**src/dspwm_pkg.sv**
```systemverilog
package dspwm_pkg;

  // register byte addresses, one aligned 32-bit word each
  localparam logic [7:0] ADDR_CTRL = 8'h00;
  localparam logic [7:0] ADDR_COUNT = 8'h04;
  localparam logic [7:0] ADDR_CMP_A = 8'h08;
  localparam logic [7:0] ADDR_CMP_B = 8'h0c;
  localparam logic [7:0] ADDR_CAP_TOP = 8'h10;
  localparam logic [7:0] ADDR_FLAGS = 8'h14;

  // waveform mode codes
  localparam logic [3:0] WM_PC_8BIT = 4'h1;
  localparam logic [3:0] WM_PC_9BIT = 4'h2;
  localparam logic [3:0] WM_PC_10BIT = 4'h3;
  localparam logic [3:0] WM_PFC_CAP = 4'h8;
  localparam logic [3:0] WM_PFC_CMPA = 4'h9;
  localparam logic [3:0] WM_PC_CAP = 4'ha;
  localparam logic [3:0] WM_PC_CMPA = 4'hb;

  localparam logic [15:0] BOTTOM = 16'h0000;
  localparam logic [15:0] TOP_8BIT = 16'h00ff;
  localparam logic [15:0] TOP_9BIT = 16'h01ff;
  localparam logic [15:0] TOP_10BIT = 16'h03ff;
  localparam logic [15:0] TOP_MAX = 16'hffff;

  // output modes
  localparam logic [1:0] OM_OFF = 2'h0;
  localparam logic [1:0] OM_TOGGLE = 2'h1;
  localparam logic [1:0] OM_NONINV = 2'h2;
  localparam logic [1:0] OM_INV = 2'h3;

  // clock select codes and the matching prescale terminal counts (N - 1)
  localparam logic [2:0] CS_STOP = 3'h0;
  localparam logic [2:0] CS_DIV1 = 3'h1;
  localparam logic [2:0] CS_DIV8 = 3'h2;
  localparam logic [2:0] CS_DIV64 = 3'h3;
  localparam logic [2:0] CS_DIV256 = 3'h4;
  localparam logic [2:0] CS_DIV1024 = 3'h5;
  localparam logic [9:0] PRE_LAST_1 = 10'h000;
  localparam logic [9:0] PRE_LAST_8 = 10'h007;
  localparam logic [9:0] PRE_LAST_64 = 10'h03f;
  localparam logic [9:0] PRE_LAST_256 = 10'h0ff;
  localparam logic [9:0] PRE_LAST_1024 = 10'h3ff;

  typedef struct packed {
    logic pin_direction_bit_b;
    logic pin_direction_bit_a;
    logic [2:0] clock_select;
    logic [1:0] output_mode_b;
    logic [1:0] output_mode_a;
    logic [3:0] waveform_mode;
  } ctrl_t;

  typedef struct packed {
    logic capture_flag;
    logic compare_flag_b;
    logic compare_flag_a;
    logic overflow_flag;
  } flags_t;

  localparam logic [12:0] CTRL_RESET = 13'h0000;
  localparam logic [3:0] FLAGS_RESET = 4'h0;

endpackage

```
**src/dual_slope_pwm_timer16.sv**
```systemverilog
// Local design decisions: the Wishbone slave port and the register offsets.
`timescale 1ns/1ps
// Function
// Phase correct modes 1,2,3 use fixed TOP 0x00FF, 0x01FF, 0x03FF.
// Phase correct mode 10 takes TOP from capture register, 11 from compare A.
// Counter runs BOTTOM up to TOP and back down, forever.
// At TOP direction reverses; TOP is held for one tick.
// Phase correct: overflow flag set on the tick at BOTTOM.
// Phase correct: compares load at TOP; compare A or capture flag set then.
// Channel compare flag set when counter equals its active compare value.
// Fixed TOP: compare writes clear bits above the resolution.
// Compare value above TOP never matches: no flag, no output change.
// Software keeps new TOP at or above every compare value.
// Mode 2 clears on up-match, sets on down-match; mode 3 the opposite.
// Waveform reaches pin only when its direction bit selects output.
// Frequency is clock over 2*N*TOP; N is 1, 8, 64, 256, 1024.
// Compare at BOTTOM gives steady low, at TOP steady high, non-inverting.
// Phase correct mode 11 with output mode 1 toggles A per match.
// Frequency correct mode 8 takes TOP from capture, 9 from compare A.
// Frequency correct: compares load at BOTTOM with overflow flag same tick.
// Frequency correct: compare A or capture flag set when reaching TOP.
// Frequency correct mode 9 with output mode 1 toggles A per match.
// Software programs register TOP at least 0x0003; all ones is maximum.
// Phase correct period runs TOP to TOP; slopes follow old and new TOP.
// Software should prefer frequency correct mode when changing TOP live.
// Capture register writes act at once; compare writes go through a buffer.
// Output mode 0, and 1 except toggling A, leave the pin as a port.
// Counter advances only on prescaler tick enables.
module dual_slope_pwm_timer16 (
  input wire logic clk_i,
  input wire logic rst_i,
  input wire logic cyc_i,
  input wire logic stb_i,
  input wire logic we_i,
  input wire logic [7:0] adr_i,
  input wire logic [3:0] sel_i,
  input wire logic [31:0] dat_i,
  output logic [31:0] dat_o,
  output logic ack_o,
  input wire logic port_a_i,
  input wire logic port_b_i,
  output logic wave_pin_a_o,
  output logic wave_pin_a_oe_o,
  output logic wave_pin_b_o,
  output logic wave_pin_b_oe_o
);

  dspwm_pkg::ctrl_t ctrl;
  dspwm_pkg::flags_t flags;
  dspwm_pkg::flags_t flag_set;
  dspwm_pkg::flags_t flag_clr;
  logic [15:0] counter_value;
  logic [15:0] capture_top_value;
  logic [15:0] compare_value [2];
  logic [15:0] compare_buf [2];
  logic [1:0] match;
  logic [1:0] wave_out;
  logic [1:0] connected;
  logic count_up;
  logic [9:0] prescale_count;
  logic [9:0] prescale_last;
  logic timer_tick;
  logic wr_req;
  logic rd_req;
  logic pc_mode;
  logic pfc_mode;
  logic dual_mode;
  logic fixed_top;
  logic top_from_a;
  logic top_from_cap;
  logic toggle_a;
  logic [15:0] top_value;
  logic [15:0] res_mask;
  logic at_top;
  logic at_bottom;
  logic load_compare;
  logic eff_up;
  logic [12:0] next_ctrl;
  logic [31:0] next_dat;

  function automatic logic [15:0] merge16(input logic [15:0] old, input logic [31:0] d,
                                          input logic [3:0] s);
    merge16 = {s[1] ? d[15:8] : old[15:8], s[0] ? d[7:0] : old[7:0]};
  endfunction

  assign wr_req = cyc_i & stb_i & we_i & ~ack_o;
  assign rd_req = cyc_i & stb_i & ~we_i & ~ack_o;

  // mode decode
  always_comb
  begin
    pc_mode = 1'b0;
    pfc_mode = 1'b0;
    fixed_top = 1'b0;
    top_from_a = 1'b0;
    top_from_cap = 1'b0;
    top_value = dspwm_pkg::TOP_MAX;
    res_mask = dspwm_pkg::TOP_MAX;
    case (ctrl.waveform_mode)
      dspwm_pkg::WM_PC_8BIT:
      begin
        pc_mode = 1'b1;
        fixed_top = 1'b1;
        top_value = dspwm_pkg::TOP_8BIT;
        res_mask = dspwm_pkg::TOP_8BIT;
      end
      dspwm_pkg::WM_PC_9BIT:
      begin
        pc_mode = 1'b1;
        fixed_top = 1'b1;
        top_value = dspwm_pkg::TOP_9BIT;
        res_mask = dspwm_pkg::TOP_9BIT;
      end
      dspwm_pkg::WM_PC_10BIT:
      begin
        pc_mode = 1'b1;
        fixed_top = 1'b1;
        top_value = dspwm_pkg::TOP_10BIT;
        res_mask = dspwm_pkg::TOP_10BIT;
      end
      dspwm_pkg::WM_PC_CAP:
      begin
        pc_mode = 1'b1;
        top_from_cap = 1'b1;
        top_value = capture_top_value;
      end
      dspwm_pkg::WM_PC_CMPA:
      begin
        pc_mode = 1'b1;
        top_from_a = 1'b1;
        top_value = compare_value[0];
      end
      dspwm_pkg::WM_PFC_CAP:
      begin
        pfc_mode = 1'b1;
        top_from_cap = 1'b1;
        top_value = capture_top_value;
      end
      dspwm_pkg::WM_PFC_CMPA:
      begin
        pfc_mode = 1'b1;
        top_from_a = 1'b1;
        top_value = compare_value[0];
      end
      default:
      begin
        pc_mode = 1'b0;
      end
    endcase
  end

  assign dual_mode = pc_mode | pfc_mode;
  assign toggle_a = (ctrl.output_mode_a == dspwm_pkg::OM_TOGGLE) & top_from_a;
  assign at_top = timer_tick & dual_mode & (counter_value == top_value);
  assign at_bottom = timer_tick & dual_mode & (counter_value == dspwm_pkg::BOTTOM);
  // phase correct loads at TOP, R17 frequency correct at BOTTOM
  assign load_compare = (pc_mode & at_top) | (pfc_mode & at_bottom);
  // bottom counts as rising and TOP as falling, so the extremes hold a level
  assign eff_up = (counter_value == dspwm_pkg::BOTTOM) |
                  (count_up & (counter_value != top_value));

  // prescaler: N = 1, 8, 64, 256, 1024
  always_comb
  begin
    case (ctrl.clock_select)
      dspwm_pkg::CS_DIV1: prescale_last = dspwm_pkg::PRE_LAST_1;
      dspwm_pkg::CS_DIV8: prescale_last = dspwm_pkg::PRE_LAST_8;
      dspwm_pkg::CS_DIV64: prescale_last = dspwm_pkg::PRE_LAST_64;
      dspwm_pkg::CS_DIV256: prescale_last = dspwm_pkg::PRE_LAST_256;
      dspwm_pkg::CS_DIV1024: prescale_last = dspwm_pkg::PRE_LAST_1024;
      default: prescale_last = dspwm_pkg::PRE_LAST_1;
    endcase
  end

  always_ff @(posedge clk_i)
  begin
    if (rst_i || ctrl.clock_select == dspwm_pkg::CS_STOP ||
        ctrl.clock_select > dspwm_pkg::CS_DIV1024)
    begin
      prescale_count <= 10'h000;
      timer_tick <= 1'b0;
    end
    else if (prescale_count >= prescale_last)
    begin
      prescale_count <= 10'h000;
      timer_tick <= 1'b1;
    end
    else
    begin
      prescale_count <= prescale_count + 10'h001;
      timer_tick <= 1'b0;
    end
  end

  // up/down counter; non-dual codes hold it at BOTTOM counting up, so it idles
  always_ff @(posedge clk_i)
  begin
    if (rst_i || !dual_mode)
    begin
      counter_value <= dspwm_pkg::BOTTOM;
      count_up <= 1'b1;
    end
    else if (timer_tick)
    begin
      if (count_up && counter_value == top_value)
      begin
        count_up <= 1'b0;
        counter_value <= counter_value - 16'h0001;
      end
      else if (!count_up && counter_value == dspwm_pkg::BOTTOM)
      begin
        count_up <= 1'b1;
        counter_value <= counter_value + 16'h0001;
      end
      else if (count_up)
      begin
        // a TOP written below the count wraps through 0xffff
        counter_value <= counter_value + 16'h0001;
      end
      else
      begin
        counter_value <= counter_value - 16'h0001;
      end
    end
  end

  always_ff @(posedge clk_i)
  begin
    if (rst_i)
      capture_top_value <= dspwm_pkg::BOTTOM;
    else if (wr_req && adr_i == dspwm_pkg::ADDR_CAP_TOP)
      capture_top_value <= merge16(capture_top_value, dat_i, sel_i);
  end

  genvar ch;
  generate
    for (ch = 0; ch < 2; ch++)
    begin : g_chan
      localparam logic [7:0] CMP_ADDR = (ch == 0) ? dspwm_pkg::ADDR_CMP_A :
                                                    dspwm_pkg::ADDR_CMP_B;
      logic [1:0] omode;
      assign omode = (ch == 0) ? ctrl.output_mode_a : ctrl.output_mode_b;
      // a compare above TOP can never match
      assign match[ch] = timer_tick & dual_mode & (counter_value == compare_value[ch]) &
                         (compare_value[ch] <= top_value);
      assign connected[ch] = (omode == dspwm_pkg::OM_NONINV) |
                             (omode == dspwm_pkg::OM_INV) |
                             ((ch == 0) & toggle_a);

      always_ff @(posedge clk_i)
      begin
        if (rst_i)
          compare_buf[ch] <= dspwm_pkg::BOTTOM;
        else if (wr_req && adr_i == CMP_ADDR)
          compare_buf[ch] <= merge16(compare_buf[ch], dat_i, sel_i) &
                             (fixed_top ? res_mask : dspwm_pkg::TOP_MAX);
      end

      // outside dual-slope modes the buffer is simply followed
      always_ff @(posedge clk_i)
      begin
        if (rst_i)
          compare_value[ch] <= dspwm_pkg::BOTTOM;
        else if (!dual_mode || load_compare)
          compare_value[ch] <= compare_buf[ch];
      end

      always_ff @(posedge clk_i)
      begin
        if (rst_i)
          wave_out[ch] <= 1'b0;
        else if (match[ch])
        begin
          case (omode)
            dspwm_pkg::OM_TOGGLE:
              if (ch == 0 && toggle_a)
                wave_out[ch] <= ~wave_out[ch];
            dspwm_pkg::OM_NONINV: wave_out[ch] <= ~eff_up;
            dspwm_pkg::OM_INV: wave_out[ch] <= eff_up;
            default: wave_out[ch] <= wave_out[ch];
          endcase
        end
      end
    end
  endgenerate

  // pin drive: the port value stands in while the waveform is disconnected
  always_ff @(posedge clk_i)
  begin
    if (rst_i)
    begin
      wave_pin_a_o <= 1'b0;
      wave_pin_b_o <= 1'b0;
      wave_pin_a_oe_o <= 1'b0;
      wave_pin_b_oe_o <= 1'b0;
    end
    else
    begin
      wave_pin_a_o <= connected[0] ? wave_out[0] : port_a_i;
      wave_pin_b_o <= connected[1] ? wave_out[1] : port_b_i;
      wave_pin_a_oe_o <= ctrl.pin_direction_bit_a;
      wave_pin_b_oe_o <= ctrl.pin_direction_bit_b;
    end
  end

  // flags: write one to clear, a same-cycle set wins
  always_comb
  begin
    flag_set.overflow_flag = at_bottom;
    flag_set.compare_flag_a = match[0] | (at_top & top_from_a);
    flag_set.compare_flag_b = match[1];
    flag_set.capture_flag = at_top & top_from_cap;
    flag_clr = (wr_req && adr_i == dspwm_pkg::ADDR_FLAGS && sel_i[0]) ?
               dat_i[3:0] : dspwm_pkg::FLAGS_RESET;
  end

  always_ff @(posedge clk_i)
  begin
    if (rst_i)
      flags <= dspwm_pkg::FLAGS_RESET;
    else
      flags <= (flags & ~flag_clr) | flag_set;
  end

  always_comb
  begin
    next_ctrl = {sel_i[1] ? dat_i[12:8] : ctrl[12:8], sel_i[0] ? dat_i[7:0] : ctrl[7:0]};
    case (adr_i)
      dspwm_pkg::ADDR_CTRL: next_dat = {19'h00000, ctrl};
      dspwm_pkg::ADDR_COUNT: next_dat = {16'h0000, counter_value};
      dspwm_pkg::ADDR_CMP_A: next_dat = {16'h0000, compare_buf[0]};
      dspwm_pkg::ADDR_CMP_B: next_dat = {16'h0000, compare_buf[1]};
      dspwm_pkg::ADDR_CAP_TOP: next_dat = {16'h0000, capture_top_value};
      dspwm_pkg::ADDR_FLAGS: next_dat = {28'h0000000, flags};
      default: next_dat = 32'h00000000;
    endcase
  end

  always_ff @(posedge clk_i)
  begin
    if (rst_i)
      ctrl <= dspwm_pkg::CTRL_RESET;
    else if (wr_req && adr_i == dspwm_pkg::ADDR_CTRL)
      ctrl <= next_ctrl;
  end

  // single wait state: every access, mapped or not, acks one cycle later
  always_ff @(posedge clk_i)
  begin
    if (rst_i)
    begin
      ack_o <= 1'b0;
      dat_o <= 32'h00000000;
    end
    else
    begin
      ack_o <= cyc_i & stb_i & ~ack_o;
      dat_o <= rd_req ? next_dat : 32'h00000000;
    end
  end

  AST_FIXED_TOP_8: assert property (@(posedge clk_i) disable iff (rst_i)
    (timer_tick && ctrl.waveform_mode == dspwm_pkg::WM_PC_8BIT && count_up &&
     counter_value == dspwm_pkg::TOP_8BIT) |=> (counter_value == 16'h00fe && !count_up))
    else $error("fixed 8-bit top not reversed");
  AST_TOP_HOLD: assert property (@(posedge clk_i) disable iff (rst_i)
    (timer_tick && dual_mode && count_up && counter_value == top_value &&
     prescale_last == dspwm_pkg::PRE_LAST_8) ##1 $stable(ctrl) |->
    !count_up ##0 !timer_tick[*7])
    else $error("top value not held for one tick");
  AST_BOTTOM_OVERFLOW: assert property (@(posedge clk_i) disable iff (rst_i)
    (timer_tick && dual_mode && counter_value == dspwm_pkg::BOTTOM) |=> flags.overflow_flag)
    else $error("overflow flag missing at bottom");
  AST_PC_LOAD_AT_TOP: assert property (@(posedge clk_i) disable iff (rst_i)
    (pc_mode && at_top && !top_from_a) |=> compare_value[1] == $past(compare_buf[1]))
    else $error("phase correct load at top failed");
  AST_PFC_LOAD_AT_BOTTOM: assert property (@(posedge clk_i) disable iff (rst_i)
    (pfc_mode && !at_bottom && $stable(ctrl.waveform_mode)) |=>
    $stable(compare_value[1]))
    else $error("frequency correct compare changed away from bottom");
  AST_MATCH_FLAG_B: assert property (@(posedge clk_i) disable iff (rst_i)
    (timer_tick && dual_mode && counter_value == compare_value[1] &&
     compare_value[1] <= top_value) |=> flags.compare_flag_b)
    else $error("compare flag b not set on match");
  AST_NO_MATCH_ABOVE_TOP: assert property (@(posedge clk_i) disable iff (rst_i)
    (compare_value[1] > top_value) |=> $stable(wave_out[1]))
    else $error("output changed with compare above top");
  AST_NONINV_UP_CLEAR: assert property (@(posedge clk_i) disable iff (rst_i)
    (match[1] && ctrl.output_mode_b == dspwm_pkg::OM_NONINV && count_up &&
     counter_value != top_value) |=> !wave_out[1] ##1 (wave_pin_b_o == 1'b0))
    else $error("non-inverting output not cleared on up match");
  AST_PIN_DIRECTION: assert property (@(posedge clk_i) disable iff (rst_i)
    !ctrl.pin_direction_bit_a |=> !wave_pin_a_oe_o)
    else $error("pin a driven while direction is input");
  AST_TOGGLE_A: assert property (@(posedge clk_i) disable iff (rst_i)
    (match[0] && toggle_a) |=> wave_out[0] != $past(wave_out[0]))
    else $error("toggle output did not toggle");
  AST_CAPTURE_IMMEDIATE: assert property (@(posedge clk_i) disable iff (rst_i)
    (wr_req && adr_i == dspwm_pkg::ADDR_CAP_TOP && sel_i == 4'hf) |=>
    capture_top_value == $past(dat_i[15:0]))
    else $error("capture top write not immediate");

endmodule // dual_slope_pwm_timer16

```
**config.mk**
```make
export PLATFORM = sky130hd
export DESIGN_NAME = dual_slope_pwm_timer16
export DESIGN_NICKNAME = d
export VERILOG_FILES = /design/src/dspwm_pkg.sv /design/src/dual_slope_pwm_timer16.sv
export SDC_FILE = /design/constraint.sdc
export NUM_CORES = 1
export LEC_CHECK = 0
export BUFFER_PORTS_ARGS = -buffer_cell sky130_fd_sc_hd__buf_2
export CORE_ASPECT_RATIO = 1.5
export CORE_MARGIN = 8
export CORE_UTILIZATION = 40
export DETAILED_ROUTE_END_ITERATION = 12
export SKIP_LAST_GASP = 1
export SLEW_MARGIN = 30
export SYNTH_ARGS = -nofsm -noshare
export SYNTH_HDL_FRONTEND = slang
export SYNTH_SLANG_ARGS = --single-unit
```
**constraint.sdc**
```tcl
create_clock -name clk_i -period 3.5 [get_ports clk_i]
set_input_delay 0.7 -clock clk_i [delete_from_list [all_inputs] [get_ports clk_i]]
set_output_delay 0.7 -clock clk_i [all_outputs]
set_load 0.02 [all_outputs]
```
# After elaboration in Yosys (flattened, before gate mapping)

Memories as Yosys holds them, arrays and structs flattened.
Cells that the tools add are included.

Register bits after elaboration: 100
Memory bits (writable): 64
Input port bits: 51
Output and inout bits: 37
Word-level logic and storage cells: 174
Memories: 2

Add/sub/neg operators: 3
Magnitude comparators: 4
Equal/unequal tests: 26
Multiplexer cells: 41
Bitwise gates (word level): 40
Reductions and logical operators: 34

Memory list:

| name          | words | bits a word | read ports | clocked after Yosys merged registers in | wr ports | RTL line                     | text |
|---|---|---|---|---|---|---|---|
| compare_buf   | 2     | 16          | 2          | 0                                       | 2        | dual_slope_pwm_timer16.sv:55 | `logic [15:0] compare_buf [2];` |
| compare_value | 2     | 16          | 2          | 0                                       | 2        | dual_slope_pwm_timer16.sv:54 | `logic [15:0] compare_value [2];` |

Operators with widths:

| cell                                                                   | count |
|---|---|
| 16-bit two-way mux                                                     | 8 |
| 16-bit case mux with 6 select lines                                    | 1 |
| 16-bit case mux with 5 select lines                                    | 1 |
| 16-bit equality test                                                   | 3 |
| 16-bit case mux with 3 select lines                                    | 1 |
| 10-bit case mux with 4 select lines                                    | 1 |
| 16-bit bitwise AND                                                     | 2 |
| 16-bit <= comparator                                                   | 2 |
| 8-bit two-way mux                                                      | 4 |
| 1-bit two-way mux                                                      | 22 |
| 1-bit bitwise AND                                                      | 19 |
| 16-bit by 1-bit adder with 16-bit output (second input constant)       | 1 |
| 4-bit equality test (second input constant)                            | 4 |
| 8-bit by 4-bit equality test with 1-bit output (second input constant) | 2 |
| 8-bit by 5-bit equality test with 1-bit output (second input constant) | 2 |
| 16-bit logical NOT                                                     | 1 |
| 16-bit inequality test                                                 | 1 |
| 16-bit by 1-bit subtractor with 16-bit output (second input constant)  | 1 |
| 2-bit AND reduction                                                    | 6 |
| 1-bit bitwise OR                                                       | 11 |
| 10-bit by 1-bit adder with 10-bit output (second input constant)       | 1 |
| 10-bit greater-or-equal comparator                                     | 1 |
| 2-bit OR reduction                                                     | 5 |
| 2-bit equality test (second input constant)                            | 4 |
| 25 further kinds                                                       | 44 |

# Depth between registers and ports, before layout

Word-level depth: 13
Mapped depth: 16

# Worst setup path after synthesis

OpenSTA, ideal clock, no wires.

Path type: register to register
From: reg ctrl[0] (netlist name)
To: mem compare_value[0][0], enable pin
Setup time: 0.389 ns
Arrival time: 2.725 ns
Setup slack: 0.385 ns
Stages on the path, launching flop included: 10
Buffers on the path: 1
Period minus slack after synthesis: 3.115 ns
Cell sequence: dfxtp_1 -> buf_6 -> mux2_4 -> or3_1 -> a211oi_1 -> nand4bb_1 -> nor4_4 -> and3_1 -> a21oi_1 -> nand2_1

RTL lines:

| item                   | RTL line                      | text |
|---|---|---|
| from (decl)            | dual_slope_pwm_timer16.sv:48  | `dspwm_pkg::ctrl_t ctrl;` |
| from (signal assigned) | dual_slope_pwm_timer16.sv:342 | `ctrl <= dspwm_pkg::CTRL_RESET;` |
| from (signal assigned) | dual_slope_pwm_timer16.sv:344 | `ctrl <= next_ctrl;` |
| to (decl)              | dual_slope_pwm_timer16.sv:54  |  |

# Worst setup path in the final report

From: reg ctrl[0] (netlist name)
To: reg wave_out[0]

Longest elaborated chain between the ends: 8

RTL lines:

| item                                                                         | RTL line                      | text |
|---|---|---|
| parallel branches: the longest is 8 deep, another holds 16-bit <= comparator | --                            |  |
| to (signal, indexed assignment)                                              | dual_slope_pwm_timer16.sv:278 | `dspwm_pkg::OM_NONINV: wave_out[ch] <= ~eff_up;` |
| to (signal, indexed assignment)                                              | dual_slope_pwm_timer16.sv:279 | `dspwm_pkg::OM_INV: wave_out[ch] <= eff_up;` |
| to (signal, indexed assignment)                                              | dual_slope_pwm_timer16.sv:280 | `default: wave_out[ch] <= wave_out[ch];` |
| to (decl)                                                                    | dual_slope_pwm_timer16.sv:57  | `logic [1:0] wave_out;` |

Parallel ways; which one is timed is not known.
A chain may end at the register's enable or synchronous reset.

==> out/metrics.yaml <==
fp.dieH_um: 197
synth_area_mm2: 0.00871
start_kind: "register"
whs_path_depth: 1
dieArea_mm2: 0.0268
synth_cell_type_count: 64
required_ns: 3.82
synth_top_cell_area_share_pct: 22.1
worstHoldPathType: "register to register"
endpoint_kind: "register"
slew_headroom_pct: 40.3
period_share_pct: 94.9
fmax_ghz: 0.301
p_comb_share_pct: 3.8
drive_above_1_share_pct: 17.0
ant_nets: 0
avgRoutedWirePerCell_um: 19.4
cap_violations: 0
slowest_delay_ns: 0.42
route.vias.total: 7099
crit_type: "register to register"
cp_max_fo: 12
drv_slew: 0
tightest_slew_ns: 0.889
worst_clock_skew_ns: 0.0101
crit_chain: "buf_4, buf_4, a21oi_1, a311oi_4, ha_1, nand4_1, or2_2, nor2_1, o21ai_0, nand3_1, o221ai_1, nand3_1, mux2_2, a211o_1"
hold_start: "prescale_count[0]"
hpwlAfterDp_um: 18800
dpl_cell_area_mm2: 0.00937
p_per_area_mw_per_mm2: 397
synth_top_family_by_area: "simple AND/OR/NAND/NOR gates"
numCtsBuffers: 17
first_iter_violations: 569
gp_congestion: 0.903
synth_compound_area_share_pct: 13.5
synth-simple-area-share_pct: 22.2
post-cts-setup-buffers: 0
cts_sinks: 148
synth_xor_area_share_pct: 5.03
cts_tree: "done"
portBuffers: 53
p_leak_nw: 3.94
fin_crit_ns: 3.32
final_area_mm2: 0.0100
die_w_um: 136
stdcell_count: 1262
synth.mux.area_fraction_pct: 5.80
cpLargestDelayFamily: "compound AO/OA/AOI/OAI gates"
holdWs_ns: 0.480
synth_area_leaders: "edfxtp_1 (22%), dfxtp_1 (19%), ha_1 (6.5%), mux2i_1 (4.6%), xnor2_1 (4.1%)"
ys_warn_count: 0
max-clock-path-buffers: 2
hold_viol: 0
synthTopCellsByCount: "nor2_1 (85), dfxtp_1 (84), edfxtp_1 (64), a21oi_1 (57), nand2_1 (48)"
wirelength_um: 24400
dp.cells: 1230
n_fill_cell: 2085
layout.nets: 1073
synth_edf_count: 64
r2r_cells: 14
dr.pass1.iters: 5
rows: 66
h-tree-depth: 4
grt_pass1_wl_um: 38000
syn_avg_cell_area_um2: 9.52
final.setup.tns_ns: 0
timing.rr.start: "ctrl[0]"
synthAdderAreaFrac_pct: 6.47
antenna_found_initial: 0
root_buffer: "clkbuf_16"
initial_utilization_pct: 40.4
ios: 88
grt_max_degree: 35
clk_pin_slew_worst_paths_ns: 0.06
p_switching_w: 0.000858
ys_seq_area_share_pct: 41.4
critPathLaunch: "ctrl[0]"
grt_overflow_total: 0
ir_drop_uv: 328
arrival_ns: 3.64
synthCells: 915
internal_power_w: 0.00311
rsz0062_at_grt: "false"
worst_path_max_delay_cell: "dfxtp_2"
antenna_cells: 0
area_growth_pct: 14.9
synth-async-reset-ratio_pct: 0
synth_seq_cells: 148
power.clock.fraction_pct: 49.5
power_switching_share_pct: 21.6
yosysMostFrequentCell: "nor2_1"
synth_area_leader_cell: "edfxtp_1"
core_region_area_mm2: 0.0216
timing.critical_path.buf_inv: 2
crit_cells: 14
outcome: "finished clean"
clock_latency_ns: 0.44
p_seq_share_pct: 46.7
drc: 0
ys.flop_type: "dfxtp_1"
via_per_inst: 5.63
first_global_vias: 6983
grt_usage_pct: 18.5
setup_viol: 0
==> cell type report <==
class	instances	area [um2]	share of cell area (%)
clock inverters	12	178	1.78
clock buffers	20	457	4.56
inverters	22	82.6	0.825
flip-flops and latches	148	3610	36.0
repair buffers	101	651	6.50
multi-input cells	687	4690	46.9
well taps	272	340	3.40
==> state kept, by name (all words and copies together), names as in the netlist, 2 cells and up <==
signal,count
compare_value,32
counter_value,16
prescale_count,10
capture_top_value,16
g_chan.omode,4
ctrl,9
compare_buf,32
wave_out,2
dat_o,16
flags,4
==> power groups by stage <==
stage | clock network [W] | registers, W | logic [W]
final | 0.00197 | 0.00185 | 0.000152
after global routing | 0.00205 | 0.00186 | 0.000167
after CTS | 0.00199 | 0.00185 | 0.000152
after detailed placement | 0 | 0.00189 | 0.000152
after global placement | 0 | 0.00189 | 0.000150
after floorplan | 0 | 0.00188 | 0.000105
==> worst register-to-register path, stage by stage, from the launching register on <==
cell and delay, ns:
dfxtp_2 0.42, buf_4 0.22, buf_4 0.21, a21oi_1 0.08, a311oi_4 0.37, ha_1 0.18, nand4_1 0.07, or2_2 0.29
nor2_1 0.14, o21ai_0 0.11, nand3_1 0.09, o221ai_1 0.18, nand3_1 0.23, mux2_2 0.36, a211o_1 0.25
==> per-layer routing <==
| layer | vias to the layer above | track usage (%) | part of all wire, % |
|---|---|---|---|
| li1 | 3431 | - | - |
| met1 | 3405 | 20.5 | 40 |
| met2 | 211 | 32.9 | 52 |
| met3 | 52 | 2.98 | 4.0 |
| met4 | 0 | 9.35 | 3.7 |
| met5 | - | 0 | 0 |
==> metrics by stage <==
step	utilization [%]	setup slack [ns]	total power [W]
floorplan	-	0.385	0.00199
global placement	43.5	0.149	0.00204
detailed placement	43.5	0.114	0.00204
CTS	46.4	0.0788	0.00400
global route	46.4	0.0354	0.00408
finish	46.4	0.178	0.00397
==> layout by cell type (no fill, tap or decap), types with 5 or more instances in the layout <==
cell,instances
a211oi_1,5
a21o_1,14
a21oi_1,57
a222oi_1,17
a22oi_1,18
a31oi_1,6
and2_1,43
and3_1,20
buf_2,53
buf_4,46
clkbuf_16,17
conb_1,16
dfxtp_1,82
edfxtp_1,64
ha_1,45
inv_1,22
mux2_2,7
mux2i_1,40
nand2_1,48
nand2b_1,17
nand3_1,23
nand4_1,21
nor2_1,85
nor2b_1,9
nor3_1,36
nor3b_1,9
nor4_1,5
o21a_1,7
o21ai_0,17
o21bai_1,5
or2_2,6
or3_1,13
xnor2_1,41
xor2_1,9
==> timing repair <==
action / in CTS / in global routing
hold buffers: 0 / 0
setup endpoints to repair: 0 / 3
resized for setup: 0 / 2
==> worst paths after layout <==
kind                        to  slack [ns]
max                wave_out[0]        0.18
min          prescale_count[0]        0.48
max reg2reg        wave_out[0]        0.18
min reg2reg  prescale_count[0]        0.48
==> cells by family (layout without fill, tap and decap cells) <==
| family | count (synthesis) | in the layout |
|---|---|---|
| other cells | 1 | 16 |
| buf+inv | 95 | 155 |
| simple gates | 359 | 359 |
| flops | 148 | 148 |
| fa+ha+maj | 45 | 45 |
| mux | 49 | 49 |
| compound gates | 168 | 168 |
| xor+xnor | 50 | 50 |
Power figures use the tool's default switching activity.
